<file path="config.mk">
export PLATFORM = sky130hd
export DESIGN_NAME = output_compare_timebase_sync
export DESIGN_NICKNAME = d
export VERILOG_FILES = /design/src/oc_timebase_pkg.sv /design/src/output_compare_timebase_sync.sv /design/src/oc_timebase_unit.sv
export SDC_FILE = /design/constraint.sdc
export NUM_CORES = 1
export LEC_CHECK = 0
export ABC_AREA = 1
export BUFFER_PORTS_ARGS = -buffer_cell sky130_fd_sc_hd__buf_4
export CAP_MARGIN = 20
export CORE_MARGIN = 1
export CORE_UTILIZATION = 48
export DETAILED_ROUTE_END_ITERATION = 7
export PLACE_DENSITY = 0.84
export SETUP_SLACK_MARGIN = 0.05
export SLEW_MARGIN = 20
export SYNTH_ARGS = -nofsm -noshare
export SYNTH_HDL_FRONTEND = slang
export SYNTH_HIERARCHICAL = 1
export SYNTH_SLANG_ARGS = --single-unit
export TNS_END_PERCENT = 5
</file>
<file path="constraint.sdc">
create_clock -name CLK -period 2.3 [get_ports CLK]
set_input_delay 0.46 -clock CLK [delete_from_list [all_inputs] [get_ports CLK]]
set_output_delay 0.46 -clock CLK [all_outputs]
set_load 0.005 [all_outputs]
</file>
<file path="src/oc_timebase_pkg.sv">
package oc_timebase_pkg;
   // Counter and cascade widths
   localparam int unsigned CNT_W      = 16;
   localparam int unsigned WIDE_W     = 32;
   localparam int unsigned SEL_W      = 5;
   // Default number of compare modules (pairs need an even count)
   localparam int unsigned NUM_MODULES = 2;
   // Sync source select value meaning free-running operation
   localparam logic [SEL_W-1:0] SEL_FREE = 5'h0_0;
   // Second control register field positions
   localparam int unsigned POS_SEL_LO  = 0;
   localparam int unsigned POS_TRIG    = 7;
   localparam int unsigned POS_CASCADE = 8;
   localparam int unsigned CTRL_W      = 16;
   // Counter limits
   localparam logic [CNT_W-1:0] CNT_ZERO = 16'h0000;
   localparam logic [CNT_W-1:0] CNT_MAX  = 16'hFFFF;
   localparam logic [CNT_W-1:0] CNT_ONE  = 16'h0001;
   // Reset value of the second control register
   localparam logic [CTRL_W-1:0] CTRL_RESET = 16'h0000;
   // Trigger-mode run state, Gray coded
   typedef enum logic [0:0] {
      ST_ARMED   = 1'b0,
      ST_RUNNING = 1'b1
   } run_state_t;
endpackage : oc_timebase_pkg

</file>
<file path="src/output_compare_timebase_sync.sv">
// Overview of operation
// [RULE_01] 16-bit counter counts up, wraps to zero
// [RULE_02] Event when counter matches either compare value
// [RULE_03] Synchronous mode runs as soon as clocked
// [RULE_04] Synchronous mode: sync event clears counter
// [RULE_05] Trigger mode: hold counter until sync event
// [RULE_06] Select field resets zero; zero is free-run
// [RULE_07] Nonzero select enables sync, chooses source
// [RULE_08] Bit 7 set selects trigger, clear synchronous
// [RULE_09] Uncascaded modules use independent 16-bit timers
// [RULE_10] Odd low half, next even high half
// [RULE_11] Odd rollover increments paired even counter
// [RULE_12] Cascade only when bit 8 set in both
// [RULE_13] Primary and secondary compare values both matched
// [RULE_14] Counter advances one per selected clock edge
module output_compare_timebase_sync
#(
   // Number of compare modules; pairs need an even count
   parameter int unsigned MODULES = oc_timebase_pkg::NUM_MODULES
)(
   // Clock and asynchronous reset
   input  wire logic                                               CLK,
   input  wire logic                                               RST,
   // One strobe per module for each edge of its clock source
   input  wire logic [MODULES-1:0]                                 CLK_SOURCE_TICK,
   // Second control word per module: select, trigger, cascade
   input  wire logic [MODULES-1:0][oc_timebase_pkg::CTRL_W-1:0]    COMPARE_CONTROL_SECOND,
   // Compare values per module
   input  wire logic [MODULES-1:0][oc_timebase_pkg::CNT_W-1:0]     PRIMARY_COMPARE_VALUE,
   input  wire logic [MODULES-1:0][oc_timebase_pkg::CNT_W-1:0]     SECONDARY_COMPARE_VALUE,
   // Sync and trigger events, indexed by the select value
   input  wire logic [(1<<oc_timebase_pkg::SEL_W)-1:0]             SYNC_SOURCES,
   // Counters, match flags and cascade state
   output logic [MODULES-1:0][oc_timebase_pkg::CNT_W-1:0]          COMPARE_TIMEBASE_COUNTER,
   output logic [MODULES-1:0]                                      PRIMARY_MATCH,
   output logic [MODULES-1:0]                                      SECONDARY_MATCH,
   output logic [MODULES-1:0]                                      CASCADED
);
   import oc_timebase_pkg::*;

   // Module index 0 is the odd-numbered module of a pair, index 1 its
   // even-numbered partner. Cascaded, index 0 holds the low 16 bits and
   // index 1 the high 16 bits of one 32-bit counter.
   //
   // Counters change at the clock edge that samples a tick; match flags
   // follow one cycle later, so a match is seen for as long as the
   // counter stays on the compared value.
   //
   // Both control words of a pair should be set to the same mode: the
   // high half ignores its own select and trigger bits while cascaded
   // and follows the clear and run of the low half instead.
   //
   // A unit in trigger mode stays running after its event until the
   // mode changes; leaving trigger mode or selecting zero re-arms it.
   //
   // Select value zero is free running; source index zero is never read.

   // Pairs need a nonzero even module count; refused at elaboration
   if (MODULES == 0 || (MODULES % 2) != 0) begin : g_bad_count
      $error("MODULES must be a nonzero even number");
   end

   // Registered match flags, one bit per module
   typedef struct packed {
      logic [MODULES-1:0] pmatch;   // Primary compare matched
      logic [MODULES-1:0] smatch;   // Secondary compare matched
   } top_state_t;

   top_state_t                     state_ff;    // Match flag register
   top_state_t                     nxt_state;   // Next match flags

   // Per-module signals between units and the compare logic
   logic [MODULES-1:0]             run;         // Unit may count
   logic [MODULES-1:0]             clr;         // Unit clears this cycle
   logic [MODULES-1:0]             wrap;        // Unit rolls over this cycle
   logic [MODULES-1:0][CNT_W-1:0]  cnt;         // Unit counter values
   logic [MODULES-1:0]             pair_on;     // Pair cascaded
   logic [MODULES-1:0]             evt;         // Chosen sync event per unit

   // Wide views of each module's pair, used when cascaded
   logic [MODULES-1:0][WIDE_W-1:0] wide_cnt;    // Pair counter, high:low
   logic [MODULES-1:0][WIDE_W-1:0] wide_pri;    // Pair primary value
   logic [MODULES-1:0][WIDE_W-1:0] wide_sec;    // Pair secondary value

   // The high half takes its step from the low half's rollover, and its
   // clear and run from the low half too, so that a sync clear or a
   // trigger hold acts on all 32 bits at once. The low half takes nothing
   // from its mate; that keeps the carry path free of a loop.
   // Index g runs over modules; LO is the low index of g's pair.
   // Each module is one timebase unit.
   genvar g;
   generate
      for (g = 0; g < MODULES; g++) begin : g_mod
         // Partner index and low index of the pair
         localparam int unsigned MATE   = g ^ 1;
         localparam int unsigned LO     = g - (g % 2);
         // Even index is the odd-numbered (low) module
         localparam bit          IS_LOW = ((g % 2) == 0);
         logic [SEL_W-1:0] sel;        // Sync source select field
         logic             is_high;    // Acting as high half
         logic             mate_wrap;  // Carry from the low half
         logic             mate_clr;   // Clear from the low half
         logic             mate_run;   // Run permission from the low half

         // Sync source select field of this module
         assign sel = COMPARE_CONTROL_SECOND[g][POS_SEL_LO +: SEL_W];
         // Cascade needs the enable bit in both modules of the pair
         assign pair_on[g] = COMPARE_CONTROL_SECOND[g][POS_CASCADE]
                          && COMPARE_CONTROL_SECOND[MATE][POS_CASCADE]; // RULE_12
         // Only the even-numbered (high) module of a pair follows its mate
         assign is_high = pair_on[g] && !IS_LOW;                          // RULE_10
         // Nonzero select picks one source
         assign evt[g] = SYNC_SOURCES[sel];                              // RULE_07

         // Low half takes nothing from its mate
         if (IS_LOW) begin : g_low
            assign mate_wrap = 1'b0;
            assign mate_clr  = 1'b0;
            assign mate_run  = 1'b0;
         end else begin : g_high
            assign mate_wrap = wrap[MATE];                               // RULE_11
            assign mate_clr  = clr[MATE];
            assign mate_run  = run[MATE];
         end

         // Wide pair views; both modules of a pair see the same values
         assign wide_cnt[g] = {cnt[LO+1], cnt[LO]};                      // RULE_10
         assign wide_pri[g] = {PRIMARY_COMPARE_VALUE[LO+1], PRIMARY_COMPARE_VALUE[LO]};
         assign wide_sec[g] = {SECONDARY_COMPARE_VALUE[LO+1], SECONDARY_COMPARE_VALUE[LO]};

         // Counter, mode decode and trigger state of one module.
         // Uncascaded, the unit counts its own ticks; as high half it
         // counts the low half's rollovers instead.
         oc_timebase_unit u_unit (
            .clk       (CLK),
            .rst       (RST),
            .tick      (CLK_SOURCE_TICK[g]),
            .sel       (sel),
            .trig_mode (COMPARE_CONTROL_SECOND[g][POS_TRIG]),             // RULE_08
            .sync_evt  (evt[g]),
            .use_carry (is_high),                                         // RULE_09
            .carry_in  (mate_wrap),                                       // RULE_11
            .ext_clear (mate_clr),
            .ext_run   (mate_run),
            .run       (run[g]),
            .clear     (clr[g]),
            .wrap      (wrap[g]),
            .count     (cnt[g])
         );
      end
   endgenerate

   // Match flags are registered so that they stand a full cycle after
   // the counter reaches the value. In a cascaded pair both modules
   // compare the full 32 bits and so raise their flags together; the
   // low half alone reaching its own value does not count.
   // Compare against both values, 16 bits alone or 32 bits cascaded
   always_comb begin
      nxt_state = state_ff;
      for (int m = 0; m < MODULES; m++) begin
         if (pair_on[m]) begin
            // Cascaded: both modules report the wide match
            nxt_state.pmatch[m] = (wide_cnt[m] == wide_pri[m]);            // RULE_02
            nxt_state.smatch[m] = (wide_cnt[m] == wide_sec[m]);            // RULE_13
         end else begin
            // Independent: each module matches its own counter
            nxt_state.pmatch[m] = (cnt[m] == PRIMARY_COMPARE_VALUE[m]);    // RULE_02
            nxt_state.smatch[m] = (cnt[m] == SECONDARY_COMPARE_VALUE[m]);  // RULE_13
         end
      end
   end

   // Match flags registered; reset clears them so that no
   // stale match is seen while the counters restart from zero
   always_ff @(posedge CLK or posedge RST) begin
      if (RST) begin
         state_ff <= '0;
      end else begin
         state_ff <= nxt_state;
      end
   end

   // Outward view of counters, flags and cascade state.
   // Counters come straight from the unit registers.
   assign COMPARE_TIMEBASE_COUNTER = cnt;
   assign PRIMARY_MATCH            = state_ff.pmatch;
   assign SECONDARY_MATCH          = state_ff.smatch;
   assign CASCADED                 = pair_on;
endmodule : output_compare_timebase_sync

</file>
<file path="src/oc_timebase_unit.sv">
// One 16-bit compare timebase; carry input lets it act as the high half of a pair
module oc_timebase_unit
(
   input  wire logic                 clk,
   input  wire logic                 rst,
   input  wire logic                 tick,       // Selected clock source edge
   input  wire logic [oc_timebase_pkg::SEL_W-1:0] sel, // Sync source select
   input  wire logic                 trig_mode,  // Trigger mode select
   input  wire logic                 sync_evt,   // Event from chosen source
   input  wire logic                 use_carry,  // Advance on carry, not on tick
   input  wire logic                 carry_in,   // Low half rolled over
   input  wire logic                 ext_clear,  // Pair-wide clear from low half
   input  wire logic                 ext_run,    // Pair-wide run permission
   output logic                      run,        // Counting permitted this cycle
   output logic                      clear,      // Clearing this cycle
   output logic                      wrap,       // Rollover this cycle
   output logic [oc_timebase_pkg::CNT_W-1:0] count   // Current counter value
);
   import oc_timebase_pkg::*;

   // All unit state
   typedef struct packed {
      logic [CNT_W-1:0] cnt;
      run_state_t       st;
   } unit_state_t;

   unit_state_t state_ff;
   unit_state_t nxt_state;
   logic        own_run;
   logic        own_clear;
   logic        step;

   // Mode decode and next state
   always_comb begin
      nxt_state = state_ff;
      own_clear = 1'b0;
      own_run   = 1'b1;
      if (sel == SEL_FREE) begin                   // RULE_06
         nxt_state.st = ST_ARMED;
      end else if (!trig_mode) begin               // RULE_07 RULE_08
         own_clear    = sync_evt;                  // RULE_04
         nxt_state.st = ST_ARMED;                  // RULE_03
      end else begin
         unique case (state_ff.st)
            ST_ARMED: begin
               own_run = 1'b0;                     // RULE_05
               if (sync_evt) begin
                  nxt_state.st = ST_RUNNING;
               end
            end
            ST_RUNNING: begin
               own_run = 1'b1;
            end
         endcase
      end
      run   = use_carry ? ext_run : own_run;
      clear = use_carry ? ext_clear : own_clear;
      step  = use_carry ? carry_in : tick;
      wrap  = run && step && (state_ff.cnt == CNT_MAX);
      if (clear) begin
         nxt_state.cnt = CNT_ZERO;
      end else if (run && step) begin
         nxt_state.cnt = state_ff.cnt + CNT_ONE;   // RULE_01 RULE_14
      end
   end

   // State register
   always_ff @(posedge clk or posedge rst) begin
      if (rst) begin
         state_ff <= '{cnt: CNT_ZERO, st: ST_ARMED};
      end else begin
         state_ff <= nxt_state;
      end
   end

   assign count = state_ff.cnt;
endmodule : oc_timebase_unit

</file>
==> summary.md, run 1 <==
| Metric | Value |
|---|---|
| Final hold vios | 0 |
| Final WL | 12300 µm |
| Largest net degree at the start of global routing | 19 |
| Layout cells sized above 1 | a little under a quarter |
| CP delay by family, top | simple AND/OR/NAND/NOR gates |
| CTS Buffer Depth | 2 |
| Die Ht | 101 µm |
| Die area | between 10000 and 15000 µm² |
| First-pass GRT wire length | 20100 µm |
| Clock Sink Count | 38 |
| Mean area per synthesized cell | 5.55 µm² |
| Leakage | roughly 3.4 nW |
| Max stage delay cell, worst path | dfrtp_1 |
| Root buffer cell | clkbuf_8 |
| Antenna Nets Post-Route | 0 |
| Pre-antenna DRT Iters | 5 |
| Initial core utilization | 50.4% |
| CP Launch Type | register |
| Least-Margin Pin Slew | about 720 ps |
| F_max | between 400 and 500 MHz |
| DR iter-0 viols | roughly 200 |
| Placed Cells | 1106 |
| GRT Total Usage | between 20% and 30% |
| CP bufs+invs | 1 |
| Nets | ~1100 |
| Max Cap Violations | 0 |
| # DRC | 0 |
| Standard-cell row count | 35 |
| Unrepaired setup endpoints after global routing | no |
| Period Utilization, post-route | 88.8% |
| Post-DP HPWL | roughly 9800 µm |
| Status | finished, final reports clean |
| Min-delay worst type | in2async |
| N_diodes | 0 |
| Area of the mapped netlist | 4740 µm² |
| Post-route minimum period | around 2000 ps |
| I/O Pins | 170 |
| Grt ovf | 0 |
| CP peak stage delay | around 400 ps |
| Peak supply drop | a little under 0.0003 V |
| PortBufs | approximately 150 |
| Post-CTS Repair Setup Buffers | 0 |
| Worst-path cell chain | ha_4 -> nand2_1 -> nor2_4 -> nand4_1 -> nor2_1 -> nand2_1 -> nor2_1 -> nand2_1 -> nand2_1 -> nand3_4 -> nand2_8 -> inv_8 -> nand2_1 -> nand2_1 |
| Most common cell after layout, fill and taps aside | nand2_1 |
| RD Place Congestion | 0.908 |
| Total CTS buffers | 5 |
| Routed wire per std cell | 11.0 µm |
| WP data arrival | 2220 ps |
| Setup Skew | about 16 ps |
| Vias in the first global route | roughly 4600 |
| Syn-to-layout area delta | 24.4% |
| Vias per std cell | 4.70 |
| Final Max Tran Viols | 0 |
| Final Setup Violations | 0 |
| Reg2Reg Depth | 14 |
| Most frequent cells in the layout | nand2_1 (379), buf_4 (164), inv_1 (116), nor2_1 (83), nand3_1 (72) |
| Vias after detailed routing | 5241 |
| # H-tree levels | 2 |
| Clock slew at reported path FFs | about 80 ps |
| CP Max Fanout | 15 |
| CTS tree | done |
| Crit. End Element | register |
| Fin cells | approximately 1100 |
| Number of gates resized after cts | 0 |
| Crit Path Class | reg2reg |
| Core Region | between 9000 and 10000 µm² |
| CTS Hold Bufs | 0 |
| Synth warnings | 6 |
| Clk_lat worst skew | around 290 ps |
| PwrDens | about 370 nW/µm² |
| Initial antenna violation count | 0 |
| Final WS setup | roughly 260 ps |
| CP most frequent cell | nand2_1 |
| Number of cells produced by synthesis | about 850 |
| Slew margin rel. | 51.8% |
| WP data required | 2480 ps |
| Die width | about 100 µm |
| Levels on crit path | 14 |
| DP Worst Slack | -61.6 ps |
power by group:
part           switching [mW]  leakage [nW]  internal [mW]
clock                   0.250        0.0514          0.324
sequential             0.0860         0.524          0.707
combinational           0.424          2.81          0.381
total                   0.759          3.39           1.41
path summary, 6_finish.rpt:
| path | startpoint | end | slack (ps) |
|---|---|---|---|
| setup / recovery | g_mod[0].u_unit/count[0]$_DFFE_PP0P_ | g_mod[1].u_unit/count[12]$_DFFE_PP0P_ | 260 |
| max in group asynchronous | RST | g_mod[0].u_unit/state_ff[0]$_DFF_PP0_ | 1520 |
| hold / removal | RST | SECONDARY_MATCH[1]$_DFF_PP0_ | 70 |
| setup reg to reg | g_mod[0].u_unit/count[0]$_DFFE_PP0P_ | g_mod[1].u_unit/count[12]$_DFFE_PP0P_ | 260 |
| hold reg to reg | g_mod[0].u_unit/state_ff[0]$_DFF_PP0_ | g_mod[0].u_unit/state_ff[0]$_DFF_PP0_ | 530 |
| min in group CLK | COMPARE_CONTROL_SECOND[7] | g_mod[0].u_unit/state_ff[0]$_DFF_PP0_ | 440 |
final cells by class:
class                      instances  area (µm²)
clock inverter                     2        37.5
tap                              129         161
inverter                         128         518
timing repair buffer             164        1230
multi-input combinational        647        2930
sequential                        38         951
fill                             951        3520
clock buffer                       6        72.6
registers in the layout (all words and copies together), names as in the netlist:
register,cells
PRIMARY_MATCH,2
SECONDARY_MATCH,2
g_mod.u_unit/count,32
g_mod.u_unit/state_ff,2
metal layers:
layer / wire, µm / global-route usage, % / up-vias
met5: 0 / 0 / -
met4: 89 / 3.34 / 0
met3: 868 / 3.17 / 10
met2: 5820 / 42.6 / 170
met1: 5530 / 32.2 / 2261
li1: - / - / 2800
through the flow:
| stage | hold WS (ps) | cell area, µm² | TNS [ps] | utilization, % | total power [mW] |
|---|---|---|---|---|---|
| 4_1_cts | 73.7 | 5870 | 0 | 62.4 | 2.18 |
| 3_5_place_dp | 383 | 5760 | -518 | 61.2 | 1.60 |
| 2_1_floorplan | 226 | 4770 | 0 | - | 1.33 |
| 5_1_grt | 76.8 | 5900 | 0 | 62.6 | 2.33 |
| 6_report | 73.1 | 5900 | 0 | 62.6 | 2.17 |
| 3_3_place_gp | 375 | 5760 | -224 | 61.2 | 1.59 |
Power figures use the tool's default switching activity.
==> run 2, diff against run 1 <==
clock period = 2 ns   (was 2.3 ns; I/O delays follow)
==> run 2 against run 1 <==
Critical path depth stayed put. Hold slack improved by 290 ps. Register-to-register slack got worse by 80 ps. Sequential share of layout area shrank 0.69 points. Via count up 3.2%. Clock skew down 10 ps. Combinational power up 23%. Fmax is 12% higher. Non-clock buffer count up 20. Power grew 17%. Core utilization rose by 2.8 points. Critical path type unchanged. Critical endpoint is now g_mod[1].u_unit/count[11]$_DFFE_PP0P_. Largest cell class unchanged.
==> summary.md, run 2 (synthesis gave the netlist of run 1 again) <==
| Metric | Value |
|---|---|
| Status | finished, final reports clean |
| Period Utilization, post-route | 91.3% (+2.4 points) |
| WL met1 | 5160 µm (-6.6%) |
| Vias per std cell | 4.77 (+1.3%) |
| N_diodes | 0 (unchanged) |
| Least-Margin Pin Slew | 709 ps (-13.2 ps) |
| Standard-cell row count | 35 (unchanged) |
| Nets | 1139 (+1.9%) |
| Core Region | 9420 µm² (unchanged) |
| Most frequent cells in the layout | nand2_1 (376), buf_4 (177), inv_1 (116), nor2_1 (82), nand3_1 (72) |
| Die width | 101 µm (unchanged) |
| F_max | 548 MHz (+12%) |
| Reg area | 951 µm² (unchanged) |
| Total CTS buffers | 5 (unchanged) |
| Max reg flops | 32 (unchanged) |
| First-pass GRT wire length | 19800 µm (-1.5%) |
| WP data required | 2190 ps (-290 ps) |
| Slew margin rel. | 52.7% (+0.88 points) |
| Overall Power | 2.55 mW (+17%) |
| CTS tree | done |
| Leakage | 3.55 nW (+4.7%) |
| Routed wire per std cell | 10.8 µm (-2.3%) |
| Setup Skew | 5.13 ps (-10.4 ps) |
| GRT Total Usage | 23.8% (-0.37 points) |
| Antenna Nets Post-Route | 0 (unchanged) |
| I/O Pins | 170 (unchanged) |
| Grt ovf | 0 (unchanged) |
| Crit Path Class | reg2reg |
| Root buffer cell | clkbuf_8 |
| Initial core utilization | 50.4% (unchanged) |
| CP Max Fanout | 8 (-7) |
| Multi-input gate area | 2940 µm² (+0.51%) |
| Fin util | 65.4% (+2.8 points) |
| Pre-antenna DRT Iters | 6 (+1) |
| Setup_tns | 0 ps (unchanged) |
| Final WS setup | 174 ps (-82.5 ps) |
| Die Ht | 101 µm (unchanged) |
| Post-route minimum period | 1830 ps (-217 ps) |
| Die area | 10300 µm² (unchanged) |
| Initial antenna violation count | 0 (unchanged) |
| CP Launch Type | register |
| Max Cap Violations | 0 (unchanged) |
| Min-delay worst type | in2reg |
| PortBufs | 151 (unchanged) |
| Post-DP HPWL | 9630 µm (-1.7%) |
| Layout cells sized above 1 | 24.8% (+2.2 points) |
| Final hold vios | 0 (unchanged) |
| Unrepaired setup endpoints after global routing | yes |
| # fillers | 899 (-5.5%) |
| Vias in the first global route | 4729 (+3.5%) |
| Final WL | 12200 µm (-0.46%) |
| Vias after detailed routing | 5410 (+3.2%) |
| Clk_lat worst skew | 290 ps (about the same) |
| Metal2 WL | 6130 µm (+5.3%) |
| Peak supply drop | 0.000355 V (+19%) |
| Top layer in use | met4 |
| CTS Buffer Depth | 2 (unchanged) |
| Most common cell after layout, fill and taps aside | nand2_1 |
| DP Worst Slack | -198 ps (-136 ps) |
| Final Max Tran Viols | 0 (unchanged) |
| PwrDens | 414 nW/µm² (+12%) |
| Worst hold slack | 365 ps (+292 ps) |
| Final Setup Violations | 0 (unchanged) |
| # H-tree levels | 2 (unchanged) |
| WP data arrival | 2010 ps (-210 ps) |
| Clock Sink Count | 38 (unchanged) |
| Crit. End Element | register |
| Clock slew at reported path FFs | 80 ps (about the same) |
| DR iter-0 viols | 214 (+4.9%) |
| Largest net degree at the start of global routing | 19 (unchanged) |
| RD Place Congestion | 0.885 (-2.5%) |
| Syn-to-layout area delta | 29.9% |
| Met3 routed WL | 810 µm (-6.7%) |
| # DRC | 0 (unchanged) |
==> run 2: changes by cell type in the layout (fill, tap and decap cells not counted), moves of 2 or more <==
cell / before / now
buf_12: 0 / 5
buf_4: 164 / 177
clkinv_2: 0 / 2
clkinv_8: 0 / 4
inv_8: 3 / 0
nand2_1: 379 / 376
nand2_4: 2 / 4
nor2_2: 3 / 5
nor3b_1: 4 / 2
nor3b_2: 0 / 2
==> run 2: worst paths after layout <==
path	endpoint	startpoint	cells past startpoint	slack, ps
worst max-delay path	g_mod[1].u_unit/count[11]$_DFFE_PP0P_	g_mod[0].u_unit/count[0]$_DFFE_PP0P_	14	170
max in group asynchronous	g_mod[0].u_unit/count[3]$_DFFE_PP0P_	RST	3	750
worst min register to register	g_mod[0].u_unit/state_ff[0]$_DFF_PP0_	g_mod[0].u_unit/state_ff[0]$_DFF_PP0_	2	520
worst max register to register	g_mod[1].u_unit/count[11]$_DFFE_PP0P_	g_mod[0].u_unit/count[0]$_DFFE_PP0P_	14	170
min in group asynchronous	PRIMARY_MATCH[1]$_DFF_PP0_	RST	3	560
worst min-delay path	g_mod[0].u_unit/state_ff[0]$_DFF_PP0_	COMPARE_CONTROL_SECOND[7]	3	370
==> run 2: power by group <==
part	internal (mW)	leakage [nW]	total [mW]	switching [mW]
clock network	0.367	0.0579	0.655	0.288
registers	0.813	0.524	0.907	0.0934
logic	0.483	2.96	0.989	0.506
==> run 2: stage by stage <==
step | cells | area, µm²
floorplan | 861 | 4800
global placement | 1124 | 5970
detailed placement | 1124 | 5970
CTS | 1133 | 6090
global route | 1135 | 6160
finish | 1135 | 6160
==> run 2: cell type report <==
class,instances,area share [%]
Inverter,128,8.77
Timing Repair inverter,1,0.142
Sequential cell,38,15.4
Clock inverter,3,0.650
Multi-Input combinational cell,647,47.7
Timing Repair Buffer,184,23.5
Tap cell,129,2.62
Clock buffer,5,1.12
==> run 2: critical path, cell delays in order (launching register included) <==
cell      delay [ps]
dfrtp_1          360
ha_2             190
nand2_2           70
nor2_2           130
nand4_1           90
nor2_1            90
nand2_1           60
nor2_2           100
nand2_1           80
nand2_2           90
nand3_4          120
nand2_8          130
clkinv_8          80
nand2_1           70
nand2_1           60
==> run 2: repair_timing <==
item,CTS,global route
buffers inserted,0,1
resized for setup,0,17
hold endpoints to repair,2,0
setup endpoints to repair,0,32
hold buffers,1,0
==> run 2: routing by layer <==
layer / track usage, % / vias up
li1: - / 2841
met1: 29.0 / 2375
met2: 44.4 / 179
met3: 3.11 / 15
met4: 5.24 / 0
met5: 0 / -
